$ cat src/logic/cfrbt_pkg.sv
`default_nettype none
package cfrbt_pkg;
   // Register map, one byte per address
   localparam logic [7:0] ADDR_REC = 8'h00;
   localparam logic [7:0] ADDR_CTRL = 8'h01;
   localparam logic [7:0] ADDR_IRQ_STAT = 8'h02;
   localparam logic [7:0] ADDR_IRQ_MASK = 8'h03;
   localparam logic [7:0] ADDR_BT1 = 8'h08;
   localparam logic [7:0] ADDR_BT2 = 8'h09;
   localparam logic [7:0] ADDR_BT3 = 8'h0A;
   localparam logic [7:0] ADDR_FILT_BASE = 8'h10;
   localparam logic [7:0] ADDR_MASK_BASE = 8'h20;
   localparam int ADDR_MSB = 7;
   localparam int ADDR_GRP_LSB = 3;
   localparam int ADDR_IDX_BIT = 2;
   localparam int NUM_FILT = 2;
   localparam int FILT_IDX_W = 1;
   // Byte select inside an identifier group
   localparam logic [1:0] BYTE_SIDH = 2'h0;
   localparam logic [1:0] BYTE_SIDL = 2'h1;
   localparam logic [1:0] BYTE_EIDH = 2'h2;
   localparam logic [1:0] BYTE_EIDL = 2'h3;
   // Writable bits of the mixed registers
   localparam logic [7:0] FILT_SIDL_WMASK = 8'hEB;
   localparam logic [7:0] MASK_SIDL_WMASK = 8'hE3;
   localparam logic [7:0] BT3_WMASK = 8'h47;
   localparam logic [7:0] BYTE_ALL = 8'hFF;
   // Field positions
   localparam int SIDL_STD_MSB = 7;
   localparam int SIDL_STD_LSB = 5;
   localparam int SIDL_EXT_SEL = 3;
   localparam int SIDL_EXT_MSB = 1;
   localparam int ID_W = 29;
   localparam int STD_ID_W = 11;
   localparam int CTRL_CFG_BIT = 0;
   localparam int SJW_MSB = 7;
   localparam int SJW_LSB = 6;
   localparam int BRP_MSB = 5;
   localparam int PH2_SEL_BIT = 7;
   localparam int SAMPLE3_BIT = 6;
   localparam int PH1_MSB = 5;
   localparam int PH1_LSB = 3;
   localparam int SEG_MSB = 2;
   localparam int WAKE_FILT_BIT = 6;
   localparam int IRQ_ACCEPT = 0;
   localparam int IRQ_WAKE = 1;
   localparam int IRQ_PASSIVE = 2;
   localparam int IRQ_W = 3;
   // Receive error counter
   localparam logic [7:0] REC_PASSIVE_LIMIT = 8'h7F;
   localparam logic [7:0] REC_STEP_ERR = 8'h01;
   localparam logic [7:0] REC_STEP_BIG = 8'h08;
   localparam logic [7:0] REC_RECOVER = 8'h77;
   localparam logic [7:0] REC_MAX = 8'hFF;
   // Timing
   localparam logic [3:0] SEG_ONE = 4'h1;
   localparam logic [2:0] SJW_ONE = 3'h1;
   localparam logic [7:0] TQ_STEP = 8'h02;
   localparam logic [7:0] TQ_CNT_ONE = 8'h01;
   localparam logic [3:0] PROC_TIME_QUANTA = 4'h2;
   localparam int CLK_PERIOD_NS = 40;
   localparam int WAKE_FILTER_NS = 200;
   localparam int WAKE_FILTER_CYC = (WAKE_FILTER_NS + CLK_PERIOD_NS - 1) / CLK_PERIOD_NS;
   localparam logic [2:0] WAKE_CNT_LAST = 3'(WAKE_FILTER_CYC - 1);
   localparam logic [2:0] WAKE_CNT_ONE = 3'h1;

   typedef enum logic [1:0] {WK_IDLE = 2'b00, WK_FILTER = 2'b01, WK_ACTIVE = 2'b11} cfrbt_wake_t;
   typedef struct packed {logic [7:0] sidh; logic [7:0] sidl; logic [7:0] eidh; logic [7:0] eidl;}
      cfrbt_idreg_t;
   typedef struct packed {logic inc1; logic inc8; logic rxOk;} cfrbt_recev_t;
   typedef struct packed {logic [ID_W-1:0] id; logic ext; logic valid;} cfrbt_idin_t;
   typedef struct packed {
      logic [2:0] sjw;
      logic [7:0] tqCycles;
      logic [3:0] prop;
      logic [3:0] ph1;
      logic [3:0] ph2;
      logic triple;
      logic wakeFilt;
   } cfrbt_timing_t;
   localparam cfrbt_timing_t TIM_RESET = '{SJW_ONE, TQ_STEP, SEG_ONE, SEG_ONE, PROC_TIME_QUANTA,
                                          1'b0, 1'b0};
   typedef struct packed {
      logic [7:0] rec;
      logic passive;
      logic busOff;
      cfrbt_idreg_t [NUM_FILT-1:0] filt;
      cfrbt_idreg_t mask;
      logic [7:0] bt1;
      logic [7:0] bt2;
      logic [7:0] bt3;
      logic cfgMode;
      logic [IRQ_W-1:0] irqStat;
      logic [IRQ_W-1:0] irqMask;
      logic [7:0] rdData;
      cfrbt_timing_t tim;
      logic [7:0] tqCnt;
      logic tqTick;
      cfrbt_wake_t wake;
      logic [2:0] wakeCnt;
      logic wakePulse;
      logic hit;
      logic [FILT_IDX_W-1:0] hitIdx;
   } cfrbt_state_t;
endpackage
`default_nettype wire

$ cat src/logic/cfrbt_config.sv
// Added by the designer: the address-and-strobe port and the address map.
`timescale 1ns/10ps
`default_nettype none
module cfrbt_config (
   // Clock and reset
   input wire logic clk,
   input wire logic rst_b,
   // Register port
   input wire logic [7:0] regAddr,
   input wire logic [7:0] regWData,
   input wire logic regWr,
   input wire logic regRd,
   output logic [7:0] regRData,
   // Protocol engine side
   input wire cfrbt_pkg::cfrbt_recev_t recEvent,
   input wire logic otherBusOff,
   input wire cfrbt_pkg::cfrbt_idin_t idIn,
   input wire logic canRx,
   // Status and timing
   output logic errorPassive,
   output logic busOff,
   output cfrbt_pkg::cfrbt_timing_t timing,
   output logic tqTick,
   output logic wakeEvent,
   output logic acceptValid,
   output logic [cfrbt_pkg::FILT_IDX_W-1:0] acceptIdx,
   output logic irq
);
   localparam cfrbt_pkg::cfrbt_state_t RESET_STATE =
      '{cfgMode: 1'b1, tim: cfrbt_pkg::TIM_RESET, wake: cfrbt_pkg::WK_IDLE, default: '0};

   cfrbt_pkg::cfrbt_state_t q;
   cfrbt_pkg::cfrbt_state_t s;
   logic isFilt;
   logic isMask;
   logic [cfrbt_pkg::FILT_IDX_W-1:0] fIdx;
   logic [1:0] bSel;
   logic dominant;

   // Saturating add keeps the counter from wrapping to zero
   function automatic logic [7:0] satAdd(input logic [7:0] a, input logic [7:0] b);
      logic [8:0] sum;
      sum = {1'b0, a} + {1'b0, b};
      satAdd = sum[8] ? cfrbt_pkg::REC_MAX : sum[7:0];
   endfunction

   // Segment field to length in quanta
   function automatic logic [3:0] segLen(input logic [2:0] f);
      segLen = {1'b0, f} + cfrbt_pkg::SEG_ONE;
   endfunction

   // Flatten an identifier group into 29 bits
   function automatic logic [cfrbt_pkg::ID_W-1:0] idFlat(input cfrbt_pkg::cfrbt_idreg_t r);
      idFlat = {r.sidh, r.sidl[cfrbt_pkg::SIDL_STD_MSB:cfrbt_pkg::SIDL_STD_LSB],
                r.sidl[cfrbt_pkg::SIDL_EXT_MSB:0], r.eidh, r.eidl};
   endfunction

   // One byte of an identifier group
   function automatic logic [7:0] idByte(input cfrbt_pkg::cfrbt_idreg_t r, input logic [1:0] sel);
      unique case (sel)
         cfrbt_pkg::BYTE_SIDH: idByte = r.sidh;
         cfrbt_pkg::BYTE_SIDL: idByte = r.sidl;
         cfrbt_pkg::BYTE_EIDH: idByte = r.eidh;
         cfrbt_pkg::BYTE_EIDL: idByte = r.eidl;
      endcase
   endfunction

   // Byte write; unimplemented low-byte bits are never stored
   function automatic cfrbt_pkg::cfrbt_idreg_t idWrite(input cfrbt_pkg::cfrbt_idreg_t r,
      input logic [1:0] sel, input logic [7:0] d, input logic [7:0] lowMask);
      idWrite = r;
      unique case (sel)
         cfrbt_pkg::BYTE_SIDH: idWrite.sidh = d;
         cfrbt_pkg::BYTE_SIDL: idWrite.sidl = d & lowMask;
         cfrbt_pkg::BYTE_EIDH: idWrite.eidh = d;
         cfrbt_pkg::BYTE_EIDL: idWrite.eidl = d;
      endcase
   endfunction

   // Acceptance test of one filter under the shared mask
   function automatic logic idMatch(input cfrbt_pkg::cfrbt_idreg_t f,
      input cfrbt_pkg::cfrbt_idreg_t m, input cfrbt_pkg::cfrbt_idin_t in);
      logic [cfrbt_pkg::ID_W-1:0] fv;
      logic [cfrbt_pkg::ID_W-1:0] mv;
      fv = idFlat(f);
      mv = idFlat(m);
      if (f.sidl[cfrbt_pkg::SIDL_EXT_SEL] != in.ext)
         idMatch = 1'b0;
      else if (in.ext)
         idMatch = ((fv ^ in.id) & mv) == '0;
      else
         idMatch = ((fv[cfrbt_pkg::ID_W-1 -: cfrbt_pkg::STD_ID_W]
                     ^ in.id[cfrbt_pkg::STD_ID_W-1:0])
                    & mv[cfrbt_pkg::ID_W-1 -: cfrbt_pkg::STD_ID_W]) == '0;
   endfunction

   // Address decode of the identifier groups
   assign isFilt = regAddr[cfrbt_pkg::ADDR_MSB:cfrbt_pkg::ADDR_GRP_LSB]
                   == cfrbt_pkg::ADDR_FILT_BASE[cfrbt_pkg::ADDR_MSB:cfrbt_pkg::ADDR_GRP_LSB];
   assign isMask = regAddr[cfrbt_pkg::ADDR_MSB:cfrbt_pkg::ADDR_IDX_BIT]
                   == cfrbt_pkg::ADDR_MASK_BASE[cfrbt_pkg::ADDR_MSB:cfrbt_pkg::ADDR_IDX_BIT];
   assign fIdx = regAddr[cfrbt_pkg::ADDR_IDX_BIT];
   assign bSel = regAddr[1:0];
   assign dominant = ~canRx;

   // Next state of the whole block
   always_comb
   begin
      s = q;
      s.rdData = 8'h00;
      s.tqTick = 1'b0;
      s.wakePulse = 1'b0;
      s.hit = 1'b0;
      // Software writes
      if (regWr)
      begin
         if (regAddr == cfrbt_pkg::ADDR_CTRL)
            s.cfgMode = regWData[cfrbt_pkg::CTRL_CFG_BIT];
         else if (regAddr == cfrbt_pkg::ADDR_IRQ_MASK)
            s.irqMask = regWData[cfrbt_pkg::IRQ_W-1:0];
         else if (regAddr == cfrbt_pkg::ADDR_BT1 && q.cfgMode)
            s.bt1 = regWData;
         else if (regAddr == cfrbt_pkg::ADDR_BT2 && q.cfgMode)
            s.bt2 = regWData;
         else if (regAddr == cfrbt_pkg::ADDR_BT3)
            s.bt3 = regWData & cfrbt_pkg::BT3_WMASK;
         else if (isFilt)
            s.filt[fIdx] = idWrite(q.filt[fIdx], bSel, regWData,
                                   cfrbt_pkg::FILT_SIDL_WMASK);
         else if (isMask)
            s.mask = idWrite(q.mask, bSel, regWData,
                             cfrbt_pkg::MASK_SIDL_WMASK);
      end
      // Software reads; unmapped addresses answer zero
      if (regRd)
      begin
         if (regAddr == cfrbt_pkg::ADDR_REC)
            s.rdData = q.rec;
         else if (regAddr == cfrbt_pkg::ADDR_CTRL)
            s.rdData = {7'h00, q.cfgMode};
         else if (regAddr == cfrbt_pkg::ADDR_IRQ_STAT)
            s.rdData = {5'h00, q.irqStat};
         else if (regAddr == cfrbt_pkg::ADDR_IRQ_MASK)
            s.rdData = {5'h00, q.irqMask};
         else if (regAddr == cfrbt_pkg::ADDR_BT1)
            s.rdData = q.bt1;
         else if (regAddr == cfrbt_pkg::ADDR_BT2)
            s.rdData = q.bt2;
         else if (regAddr == cfrbt_pkg::ADDR_BT3)
            s.rdData = q.bt3;
         else if (isFilt)
            s.rdData = idByte(q.filt[fIdx], bSel);
         else if (isMask)
            s.rdData = idByte(q.mask, bSel);
      end
      // Receive error counter; big step beats small step beats recovery
      if (recEvent.inc8)
         s.rec = satAdd(q.rec, cfrbt_pkg::REC_STEP_BIG);
      else if (recEvent.inc1)
         s.rec = satAdd(q.rec, cfrbt_pkg::REC_STEP_ERR);
      else if (recEvent.rxOk)
      begin
         if (q.rec > cfrbt_pkg::REC_PASSIVE_LIMIT)
            s.rec = cfrbt_pkg::REC_RECOVER;
         else if (q.rec != 8'h00)
            s.rec = q.rec - cfrbt_pkg::REC_STEP_ERR;
      end
      s.passive = s.rec > cfrbt_pkg::REC_PASSIVE_LIMIT;
      // Bus-off comes only from the other error sources
      s.busOff = otherBusOff;
      // Decoded timing, one cycle behind the registers
      s.tim.sjw = {1'b0, q.bt1[cfrbt_pkg::SJW_MSB:cfrbt_pkg::SJW_LSB]} + cfrbt_pkg::SJW_ONE;
      s.tim.tqCycles = {1'b0, q.bt1[cfrbt_pkg::BRP_MSB:0], 1'b0} + cfrbt_pkg::TQ_STEP;
      s.tim.ph1 = segLen(q.bt2[cfrbt_pkg::PH1_MSB:cfrbt_pkg::PH1_LSB]);
      s.tim.prop = segLen(q.bt2[cfrbt_pkg::SEG_MSB:0]);
      if (q.bt2[cfrbt_pkg::PH2_SEL_BIT])
         s.tim.ph2 = segLen(q.bt3[cfrbt_pkg::SEG_MSB:0]);
      else
         s.tim.ph2 = (s.tim.ph1 > cfrbt_pkg::PROC_TIME_QUANTA) ? s.tim.ph1
                     : cfrbt_pkg::PROC_TIME_QUANTA;
      s.tim.triple = q.bt2[cfrbt_pkg::SAMPLE3_BIT];
      s.tim.wakeFilt = q.bt3[cfrbt_pkg::WAKE_FILT_BIT];
      // Quantum generator; held in configuration so a new prescaler starts clean
      if (q.cfgMode)
         s.tqCnt = 8'h00;
      else if (q.tqCnt >= q.tim.tqCycles - cfrbt_pkg::TQ_CNT_ONE)
      begin
         s.tqCnt = 8'h00;
         s.tqTick = 1'b1;
      end
      else
         s.tqCnt = q.tqCnt + cfrbt_pkg::TQ_CNT_ONE;
      // Wake-up detector; the filter rejects short dominant glitches
      unique case (q.wake)
         cfrbt_pkg::WK_IDLE:
            if (dominant)
            begin
               if (q.tim.wakeFilt)
               begin
                  s.wake = cfrbt_pkg::WK_FILTER;
                  s.wakeCnt = cfrbt_pkg::WAKE_CNT_ONE;
               end
               else
               begin
                  s.wake = cfrbt_pkg::WK_ACTIVE;
                  s.wakePulse = 1'b1;
               end
            end
         cfrbt_pkg::WK_FILTER:
            if (!dominant)
               s.wake = cfrbt_pkg::WK_IDLE;
            else if (q.wakeCnt >= cfrbt_pkg::WAKE_CNT_LAST)
            begin
               s.wake = cfrbt_pkg::WK_ACTIVE;
               s.wakePulse = 1'b1;
            end
            else
               s.wakeCnt = q.wakeCnt + cfrbt_pkg::WAKE_CNT_ONE;
         cfrbt_pkg::WK_ACTIVE:
            if (!dominant)
               s.wake = cfrbt_pkg::WK_IDLE;
         default:
            s.wake = cfrbt_pkg::WK_IDLE;
      endcase
      // Acceptance; descending loop lets the lowest filter win
      if (idIn.valid)
      begin
         for (int i = cfrbt_pkg::NUM_FILT - 1; i >= 0; i--)
         begin
            if (idMatch(q.filt[i], q.mask, idIn))
            begin
               s.hit = 1'b1;
               s.hitIdx = i[cfrbt_pkg::FILT_IDX_W-1:0];
            end
         end
      end
      // Sticky status; a set in the clearing read's cycle survives
      if (regRd && regAddr == cfrbt_pkg::ADDR_IRQ_STAT)
         s.irqStat = '0;
      s.irqStat[cfrbt_pkg::IRQ_ACCEPT] = s.irqStat[cfrbt_pkg::IRQ_ACCEPT] | s.hit;
      s.irqStat[cfrbt_pkg::IRQ_WAKE] = s.irqStat[cfrbt_pkg::IRQ_WAKE] | s.wakePulse;
      s.irqStat[cfrbt_pkg::IRQ_PASSIVE] = s.irqStat[cfrbt_pkg::IRQ_PASSIVE]
                                          | (s.passive & ~q.passive);
   end

   // State register
   always_ff @(posedge clk or negedge rst_b)
   begin
      if (!rst_b)
         q <= RESET_STATE;
      else
         q <= s;
   end

   // Outputs straight from the state
   assign regRData = q.rdData;
   assign errorPassive = q.passive;
   assign busOff = q.busOff;
   assign timing = q.tim;
   assign tqTick = q.tqTick;
   assign wakeEvent = q.wakePulse;
   assign acceptValid = q.hit;
   assign acceptIdx = q.hitIdx;
   assign irq = |(q.irqStat & q.irqMask);
endmodule
`default_nettype wire

$ cat config.mk
export PLATFORM = sky130hd
export DESIGN_NAME = cfrbt_config
export DESIGN_NICKNAME = d
export VERILOG_FILES = /design/src/logic/cfrbt_pkg.sv /design/src/logic/cfrbt_config.sv
export SDC_FILE = /design/constraint.sdc
export NUM_CORES = 1
export LEC_CHECK = 0
export BUFFER_PORTS_ARGS = -buffer_cell sky130_fd_sc_hd__buf_2
export CORE_ASPECT_RATIO = 0.5
export CORE_MARGIN = 2
export CORE_UTILIZATION = 25
export DETAILED_ROUTE_END_ITERATION = 10
export GPL_ROUTABILITY_DRIVEN = 0
export PLACE_DENSITY_LB_ADDON = 0.2
export SETUP_SLACK_MARGIN = 0.15
export SYNTH_ARGS = -nofsm -noshare
export SYNTH_HDL_FRONTEND = slang
export SYNTH_SLANG_ARGS = --single-unit
$ cat constraint.sdc
create_clock -name clk -period 3.6 [get_ports clk]
set_clock_uncertainty 0.2 [all_clocks]
set_input_delay 0.54 -clock clk [delete_from_list [all_inputs] [get_ports clk]]
set_output_delay 0.54 -clock clk [all_outputs]
set_load 0.1 [all_outputs]
* Word level (Yosys, flattened, before mapping)
Cells that the tools add are included.
** Cells by class
- Reductions and logical operators :: 28
- $lt $le $gt $ge :: 7
- $add $sub $neg :: 11
- Bitwise gates (word level) :: 20
- Equality and inequality tests :: 21
- Muxes and demuxes :: 84
** Operators by type and width (count)
- $mux W8 :: 51
- $mux W32 :: 3
- $bwmux W64 :: 1
- $pmux W8 S4 :: 2
- $and A29 B29 Y29 :: 2
- $logic_not A29 Y1 :: 2
- $xor A29 B29 Y29 :: 2
- $reduce_and A9 Y1 :: 4
- $demux W32 S1 :: 1
- $eq A8 B4 Y1 const B :: 3
- $and A11 B11 Y11 :: 2
- $logic_not A11 Y1 :: 2
- $xor A11 B11 Y11 :: 2
- $eq A8 B2 Y1 const B :: 2
- $gt A8 B7 Y1 const B :: 2
- $sub A8 B1 Y8 const B :: 2
- $mux W2 :: 7
- $add A3 B1 Y4 const B :: 3
- $mux W4 :: 3
- $mux W1 :: 10
- $ne A2 B2 Y1 const B :: 5
- $reduce_and A5 Y1 :: 2
- $add A8 B1 Y9 const B :: 1
- $add A8 B4 Y9 const B :: 1
- other kinds (35) :: 56
** Storage, ports and cells
- Output and inout port bits :: 40
- Register bits :: 180

* Logic depth before layout (Yosys ltp)
Gate-level depths: netlist (run 1).
- Depth in word-level cells :: 12
- Mapped depth :: 9

* Least setup slack after synthesis (run 1)
OpenSTA, ideal clock, no wires.
- Path type :: input port to flip-flop
- From :: input port regAddr[5]
- To :: register q[74] (netlist bit)
- Library setup time :: 125 ps
- Data arrival time :: 2374 ps
- Required time :: 3275 ps
- Stages on the path :: 8
- Path slack :: 901 ps
- Cells stage by stage :: or3_1 -> buf_2 -> or4_4 -> buf_6 -> nor3_2 -> and3_1 -> buf_4 -> mux2_2
** On the way
- Cells in the longest elaborated chain, start to end :: 3
- Elaborated cells between the ends (all ways) :: 7
- Classes of those cells :: eq/ne (3); bitwise (2); reduce/logical (2)
** RTL lines
- start: declaration :: RTL line cfrbt_config.sv:9 : input wire logic [7:0] regAddr,
- $eq A8 B4 Y1 (tied with other cells) :: RTL line cfrbt_config.sv:121 : else if (regAddr == cfrbt_pkg::ADDR_BT1 && q.cfgMode)
- $logic_and A1 B1 Y1 / $not A1 Y1 (equally long branches)
- $reduce_and A4 Y1 (no line) (*)
- end signal: assignment :: RTL line cfrbt_config.sv:252 : q <= s;
- end: declaration :: RTL line cfrbt_config.sv:32 : cfrbt_pkg::cfrbt_state_t q;
Mark *: on every way between the ends. The rest lies on a longest branch, timed or not.
A chain may end at the register's enable or synchronous reset.

==> results.yml, run 1 <==
run_status:
  run_status: "finished, final reports clean"
pwr:
  combPwrFrac: 0.226
  internal-power_w: 0.003553
  vdd_drop_max_mv: 0.3454
  clock_power_share: 0.342
  cellPowerDensity_mw_per_mm2: 469.6
  power.share.switching: 0.3502
  sequential_power_share: 0.432
  p_leak_nw: 5.450
  netSwitchingPower_w: 0.001915
  design_power_total_w: 0.005468
hold_path:
  min_from: "canRx"
  min_path_type: "input pin to flip-flop"
timing:
  timing_worst_slew_pin_value_ps: 792.2
  fmax_ghz: 0.3487
  rsz0062_at_grt: "false"
  finalWorstPathRequiredPeriod_ps: 2868
  hold_viol: 0
  slew-limit-headroom: 0.4718
  final.setup.tns_ps: 0
  post-route-period-util: 0.7966
  timing.final.max_slew_violations: 0
  finalHoldWorstSlack_ps: 89.09
  final-setup-viol-count: 0
cells_and_area:
  n_fill_cell: 4158
  post_route_cells_drive_above_1_share: 0.3176
  stdcell_area_mm2: 0.01164
  antenna_cells_inserted: 0
  synthToLayoutAreaGrowth_pct: 14.54
  fin_nets: 1036
  final_core_utilization: 0.2891
global_route:
  gr-usage-all-layers: 0.1590
  maximum_number_of_pins_on_one_net_before_global_route_repair: 81
  antenna_found_initial: 0
  global_route_wire_length_before_repair_um: 50120
  grt_overflow_total: 0
  vias_in_the_first_global_route: 7792
placement:
  portBuffers: 94
  dpl_cell_area_mm2: 0.01104
  hpwl_um: 24460
clocking:
  clkLatencyLatePin_ps: 450
  cts_root_buf: "sky130_fd_sc_hd__clkbuf_16"
  h-tree-depth: 4
  clock_tree.buffer_depth: 2
  clk_transition_reported_paths_ps: 70
  tritoncts: "built"
  cts.repair.resized: 0
  clock_sink_count: 179
  number_of_buffers_created_by_cts: 17
synthesis:
  number_of_synthesized_flops_with_an_enable_pin: 0
  fraction_of_the_mapped_netlist_area_in_compound_gates: 0.1083
  netlist_top_cells_area: "sky130_fd_sc_hd__dfrtp_1, sky130_fd_sc_hd__mux2_2, sky130_fd_sc_hd__xor2_1, sky130_fd_sc_hd__mux4_2, sky130_fd_sc_hd__a22oi_1"
  yosysUniqueCellTypes: 67
  yosys.area_share.adder: 0.02462
  synth_most_common_cell: "sky130_fd_sc_hd__dfrtp_1"
  synth.area.mux_share: 0.1881
  synthesis.instances: 902
  synth.top_cells.by_count: "sky130_fd_sc_hd__dfrtp_1, sky130_fd_sc_hd__mux2_2, sky130_fd_sc_hd__xor2_1"
  yosys.area_share.xor_xnor: 0.08788
  mappedNetlistNets: 978
  synth.top_cell.area_share: 0.4258
  synth_seq_cells: 179
  synth_top_area_cell: "sky130_fd_sc_hd__dfrtp_1"
  synth-simple-area-share: 0.09945
  seq_area_frac_synth: 0.4414
  synth_warnings: 0
  synthesis.area_mm2: 0.01017
  synth_area_per_cell_um2: 11.27
  synth-async-reset-ratio: 1.000
  dominant_combinational_cell_family_by_area_after_synthesis: "multiplexers"
  synth_top_flop_cell: "sky130_fd_sc_hd__dfrtp_1"
routing:
  antenna_violating_nets_post_route: 0
  vias: 7429
  drc: 0
  initialDrtViolationCount: 543
  vias_per_cell: 4.910
  routed_wire_length_per_instance_um: 21.67
  first_pass_iters: 5
  wirelength_um: 32780
die:
  floorplan.initialDensity: 0.2524
  floorplan.core_area_mm2: 0.04027
  io_pins: 96
  die_w_um: 289.2
  fp-row-count: 52
  die_height_um: 146.6
  design.die.area_mm2: 0.04239
setup_path:
  cp_num_buf_inv: 1
  critical_path.max_fanout: 7
  r2r_start: "q[180]"
  timing.critical_path.slowest_stage_cell: "sky130_fd_sc_hd__o41ai_1"
  critical_path.cell_chain: "inv_1 > ha_1 > or4b_1 > o41ai_1 > mux2_2 > o22a_1 > o21ai_0 > o21ai_1"
  worstSetupEndpointType: "flip-flop"
  max_stage_delay_ps: 650
  worstSetupPathType: "flip-flop to flip-flop"
  kind_of_start_point_of_the_critical_path: "flip-flop"
  cp_data_required_time_ps: 3780
  critical-path-top-delay-family: "compound AO/OA/AOI/OAI gates"
  crit_start: "q[180]"
  worst-endpoint-arrival_ps: 3040
job:
  maxCapViolCount: 0
## per-layer routing
layer	vias up	GRT usage	part of all wire
met5	-	0	0
met4	0	0.06598	0.035
met3	53	0.02313	0.042
met2	201	0.2699	0.50
met1	3807	0.2022	0.42
li1	3368	-	-
## cell families (layout without fill, tap and decap cells)
kind of cell	after synthesis	in the layout
AND/OR/NAND/NOR	190	190
flip-flops	179	179
AO/OA/AOI/OAI	164	164
multiplexers	150	150
XOR/XNOR	102	102
buffers and inverters	96	167
adder cells (fa/ha/maj)	20	20
other	1	1
## placed cells by master, fill, tap and decap left out, drive strengths merged, types with 8 or more instances in the layout
cell / Yosys / final
dfrtp: 173 / 173
mux2: 118 / 118
buf: 50 / 112
xor2: 93 / 93
nand2: 49 / 49
nor2: 44 / 44
a22oi: 40 / 40
o21ai: 38 / 38
inv: 20 / 31
a21oi: 30 / 30
nand3: 25 / 25
mux4: 21 / 21
ha: 20 / 20
clkbuf: 26 / 18
nor3: 15 / 15
nand4: 13 / 13
mux2i: 11 / 11
xnor2: 9 / 9
nor2b: 8 / 8
## state kept, by name, indices dropped and copies added (netlist names)
signal        flops
acceptIdx         1
acceptValid       1
busOff            1
errorPassive      1
q               141
regRData          8
timing           24
tqTick            1
wakeEvent         1
## metrics by stage
stage | instances | setup slack (ps)
floorplan | 902 | 901.2
global placement | 1479 | 665.4
detailed placement | 1479 | 624.1
CTS | 1513 | 772.4
global route | 1513 | 555.5
finish | 1513 | 732.1
## power by group through the flow
stage | Clock [W] | Sequential, W | Combinational (W)
2_1_floorplan | 0 | 0.00243 | 0.000759
3_3_place_gp | 0 | 0.00240 | 0.00122
3_5_place_dp | 0 | 0.00240 | 0.00123
4_1_cts | 0.00192 | 0.00236 | 0.00124
5_1_grt | 0.00201 | 0.00239 | 0.00136
6_report | 0.00187 | 0.00236 | 0.00123
## layout make-up
class,count,area (um^2),area share
sequential,179,4487,0.3853
multi-input combinational,627,5171,0.4441
timing repair buffer,115,654.4,0.05620
tap,540,675.6,0.05803
inverter,20,75.07,0.006447
clock inverter,15,155.1,0.01332
clock buffer,17,425.4,0.03654
## path summary, 6_finish.rpt
path,to,slack (ps),cells past startpoint
hold / removal,q[6],90,2
hold reg to reg,timing[10],280,1
setup / recovery,q[179],730,8
setup reg to reg,q[179],730,8
min in group asynchronous,busOff,480,2
max in group asynchronous,q[56],1750,3
## timing repair
action                    4_1_cts  5_1_grt
hold buffers                    2        0
setup buffers                   0        0
hold endpoints to repair       75        0
(Power assumes the default switching activity.)
==> inputs of run 2 (changes only) <==
Settings changed: ABC_AREA from default to 1.
Clock period 3.6 ns to 2.6 ns, I/O delays scaled along.
==> run 2 against run 1 <==
Net effect:
- register-to-register slack worse by 430 ps
- synthesized cell count up 64%
- critical path depth up 4
- total power up 50%
- die area up 6.5%
- sequential share of layout area down 3.0 points
- global-route usage up 1.1 points
- clock power up 36%
- utilization up 0.86 points
- non-clock buffer count up 30
- via count up 32%
==> results.yml, run 2 <==
synthesis:
  number_of_synthesized_flops_with_an_enable_pin: 0
  synth_most_common_cell: "sky130_fd_sc_hd__nand2_1"
  netlist_top_cells_area: "sky130_fd_sc_hd__dfrtp_1, sky130_fd_sc_hd__nand2_1, sky130_fd_sc_hd__o21ai_0, sky130_fd_sc_hd__inv_1, sky130_fd_sc_hd__nand3_1"
  synthesis.instances: 1483
  yosysUniqueCellTypes: 48
  synth_top_area_cell: "sky130_fd_sc_hd__dfrtp_1"
  synth.top_cell.area_share: 0.3993
  synth-async-reset-ratio: 1.000
  synthesis.area_mm2: 0.01084
  mappedNetlistNets: 1559
  synth.top_cells.by_count: "sky130_fd_sc_hd__nand2_1, sky130_fd_sc_hd__o21ai_0, sky130_fd_sc_hd__dfrtp_1"
  seq_area_frac_synth: 0.4138
  synth_seq_cells: 179
  synth_area_per_cell_um2: 7.311
  synth_top_flop_cell: "sky130_fd_sc_hd__dfrtp_1"
  synth_warnings: 0
cells_and_area:
  n_fill_cell: 4658
  synthToLayoutAreaGrowth_pct: 16.36
  final_cell_mix: "sky130_fd_sc_hd__nand2_1, sky130_fd_sc_hd__o21ai_0, sky130_fd_sc_hd__dfrtp_1, sky130_fd_sc_hd__inv_1, sky130_fd_sc_hd__buf_2"
  largest_register_ffs: 141
  fin_nets: 1648
  antenna_cells_inserted: 0
  layout_commonest_cell: "sky130_fd_sc_hd__nand2_1"
  regMostFlops: "q"
  fin_cells: 2162
  post_route_cells_drive_above_1_share: 0.1596
routing:
  vias: 9810
  vias_per_cell: 4.537
  initialDrtViolationCount: 692
  drc: 0
  antenna_violating_nets_post_route: 0
  wirelength_um: 37500
  routed_wire_length_per_instance_um: 17.34
  first_pass_iters: 5
timing:
  hold_viol: 0
  slew-limit-headroom: 0.4967
  post-route-period-util: 0.8825
  finalHoldWorstSlack_ps: 22.19
  timing_worst_slew_pin_value_ps: 747.1
  fmax_ghz: 0.4358
  final.setup.tns_ps: 0
  finalWorstPathRequiredPeriod_ps: 2294
  timing.final.max_slew_violations: 0
  rsz0062_at_grt: "false"
  final-setup-viol-count: 0
die:
  fp-row-count: 53
  design.die.area_mm2: 0.04515
  floorplan.initialDensity: 0.2559
  io_pins: 96
  floorplan.core_area_mm2: 0.04237
  die_height_um: 151.3
  die_w_um: 298.5
global_route:
  global_route.peak_usage_layer: "met2"
  grt_overflow_total: 0
  global_route.usage.met2: 0.2862
  vias_in_the_first_global_route: 9351
  maximum_number_of_pins_on_one_net_before_global_route_repair: 48
  gr-usage-all-layers: 0.1701
  grt.met1_usage: 0.2231
  global_route_wire_length_before_repair_um: 57160
  antenna_found_initial: 1
  globalRouteMet3Util: 0.03385
clocking:
  tritoncts: "built"
  number_of_buffers_created_by_cts: 17
  cts_root_buf: "sky130_fd_sc_hd__clkbuf_16"
  clock_tree.buffer_depth: 2
  clk_transition_reported_paths_ps: 70
  clkLatencyLatePin_ps: 460
  clock_sink_count: 179
  h-tree-depth: 4
setup_path:
  cp_num_buf_inv: 2
  kind_of_start_point_of_the_critical_path: "flip-flop"
  timing.critical_path.slowest_stage_cell: "sky130_fd_sc_hd__dfstp_2"
  critical_path.cell_chain: "inv_1 > ha_2 > nand2_2 > nor3_2 > xnor2_1 > ha_1 > a21oi_2 > o21ai_1 > a21oi_2 > nand2_2 > buf_6 > nor2_2"
  worstSetupEndpointType: "flip-flop"
  worst-endpoint-arrival_ps: 2490
  cp_data_required_time_ps: 2790
  critical_path.max_fanout: 4
  critical-path-top-delay-family: "flip-flops"
  worstSetupPathType: "flip-flop to flip-flop"
  max_stage_delay_ps: 530
placement:
  dp.cells: 2120
  hpwl_um: 28890
  portBuffers: 94
pwr:
  p_leak_nw: 6.194
  cellPowerDensity_mw_per_mm2: 649.4
  vdd_drop_max_mv: 0.3897
job:
  maxCapViolCount: 0
run_status:
  run_status: "finished, final reports clean"
hold_path:
  min_path_type: "input pin to flip-flop"
## run 2: what timing repair did
action / 4_1_cts / 5_1_grt
hold buffers: 6 / 0
pin swaps: 0 / 3
resized for setup: 1 / 11
endpoints found under the setup margin: 1 / 8
buffers inserted: 3 / 1
hold endpoints to repair: 47 / 0
## run 2: where the power goes
| part | internal, W | switching (W) | leakage [nW] | total (W) |
|---|---|---|---|---|
| logic | 0.000694 | 0.00148 | 3.71 | 0.00217 |
| registers | 0.00313 | 0.000344 | 2.22 | 0.00347 |
| clock network | 0.00126 | 0.00129 | 0.261 | 0.00254 |
| total | 0.00508 | 0.00311 | 6.19 | 0.00819 |
## run 2: kinds of logic (layout without fill, tap and decap cells)
logic type,after synthesis,after routing,synth area share
buffers and inverters,248,350,0.1060
and+or+nand+nor,675,675,0.2685
adders and majority gates,20,20,0.02308
xor gates and xnor gates,22,22,0.01777
other,1,1,0.0003458
AOI/OAI and AO/OA,338,338,0.1704
DFF,179,179,0.4138
## run 2: layer usage
| layer | vias up | part of all wire | wire length, um |
|---|---|---|---|
| met5 | - | 0 | 0 |
| met4 | 0 | 0.018 | 661 |
| met3 | 38 | 0.045 | 1685 |
| met2 | 189 | 0.47 | 17650 |
| met1 | 4629 | 0.47 | 17500 |
| li1 | 4954 | - | - |
## run 2: metrics by stage
stage                     utilization  area, um^2  worst slack [ps]  power, W
final                          0.2978       12620             305.5  0.008193
after global routing           0.2978       12620             159.3  0.008720
after CTS                      0.2968       12580             173.8  0.008228
after detailed placement       0.2818       11940             81.53  0.005601
after global placement         0.2818       11940             113.7  0.005599
after floorplan                     -       10840             324.8  0.004892
## run 2: worst reg2reg max path, delay by kind of cell (launching register included)
kind,cells,cell delay (ps)
xor gates and xnor gates,1,120
and+or+nand+nor,4,340
adders and majority gates,2,510
buffers and inverters,2,190
AOI/OAI and AO/OA,3,340
DFF,1,530
## run 2: area by class of cell
type,count,area (um^2),area share
multi-input cells,1056,5231,0.4146
flip-flops and latches,179,4487,0.3556
repair buffers,145,975.9,0.07735
well taps,577,721.9,0.05722
inverters,173,651.9,0.05167
clock buffers,18,429.2,0.03401
clock inverters,14,120.1,0.009520
## run 2: worst paths after layout
path,start,end,slack [ps],depth (start not counted)
max in group asynchronous,rst_b,timing[6],1290,3
max reg2reg,timing[15],q[16],310,12
min,recEvent[1],q[185],20,3
min reg2reg,errorPassive,q[55],270,1
max,timing[15],q[16],310,12
min in group asynchronous,rst_b,q[124],240,2
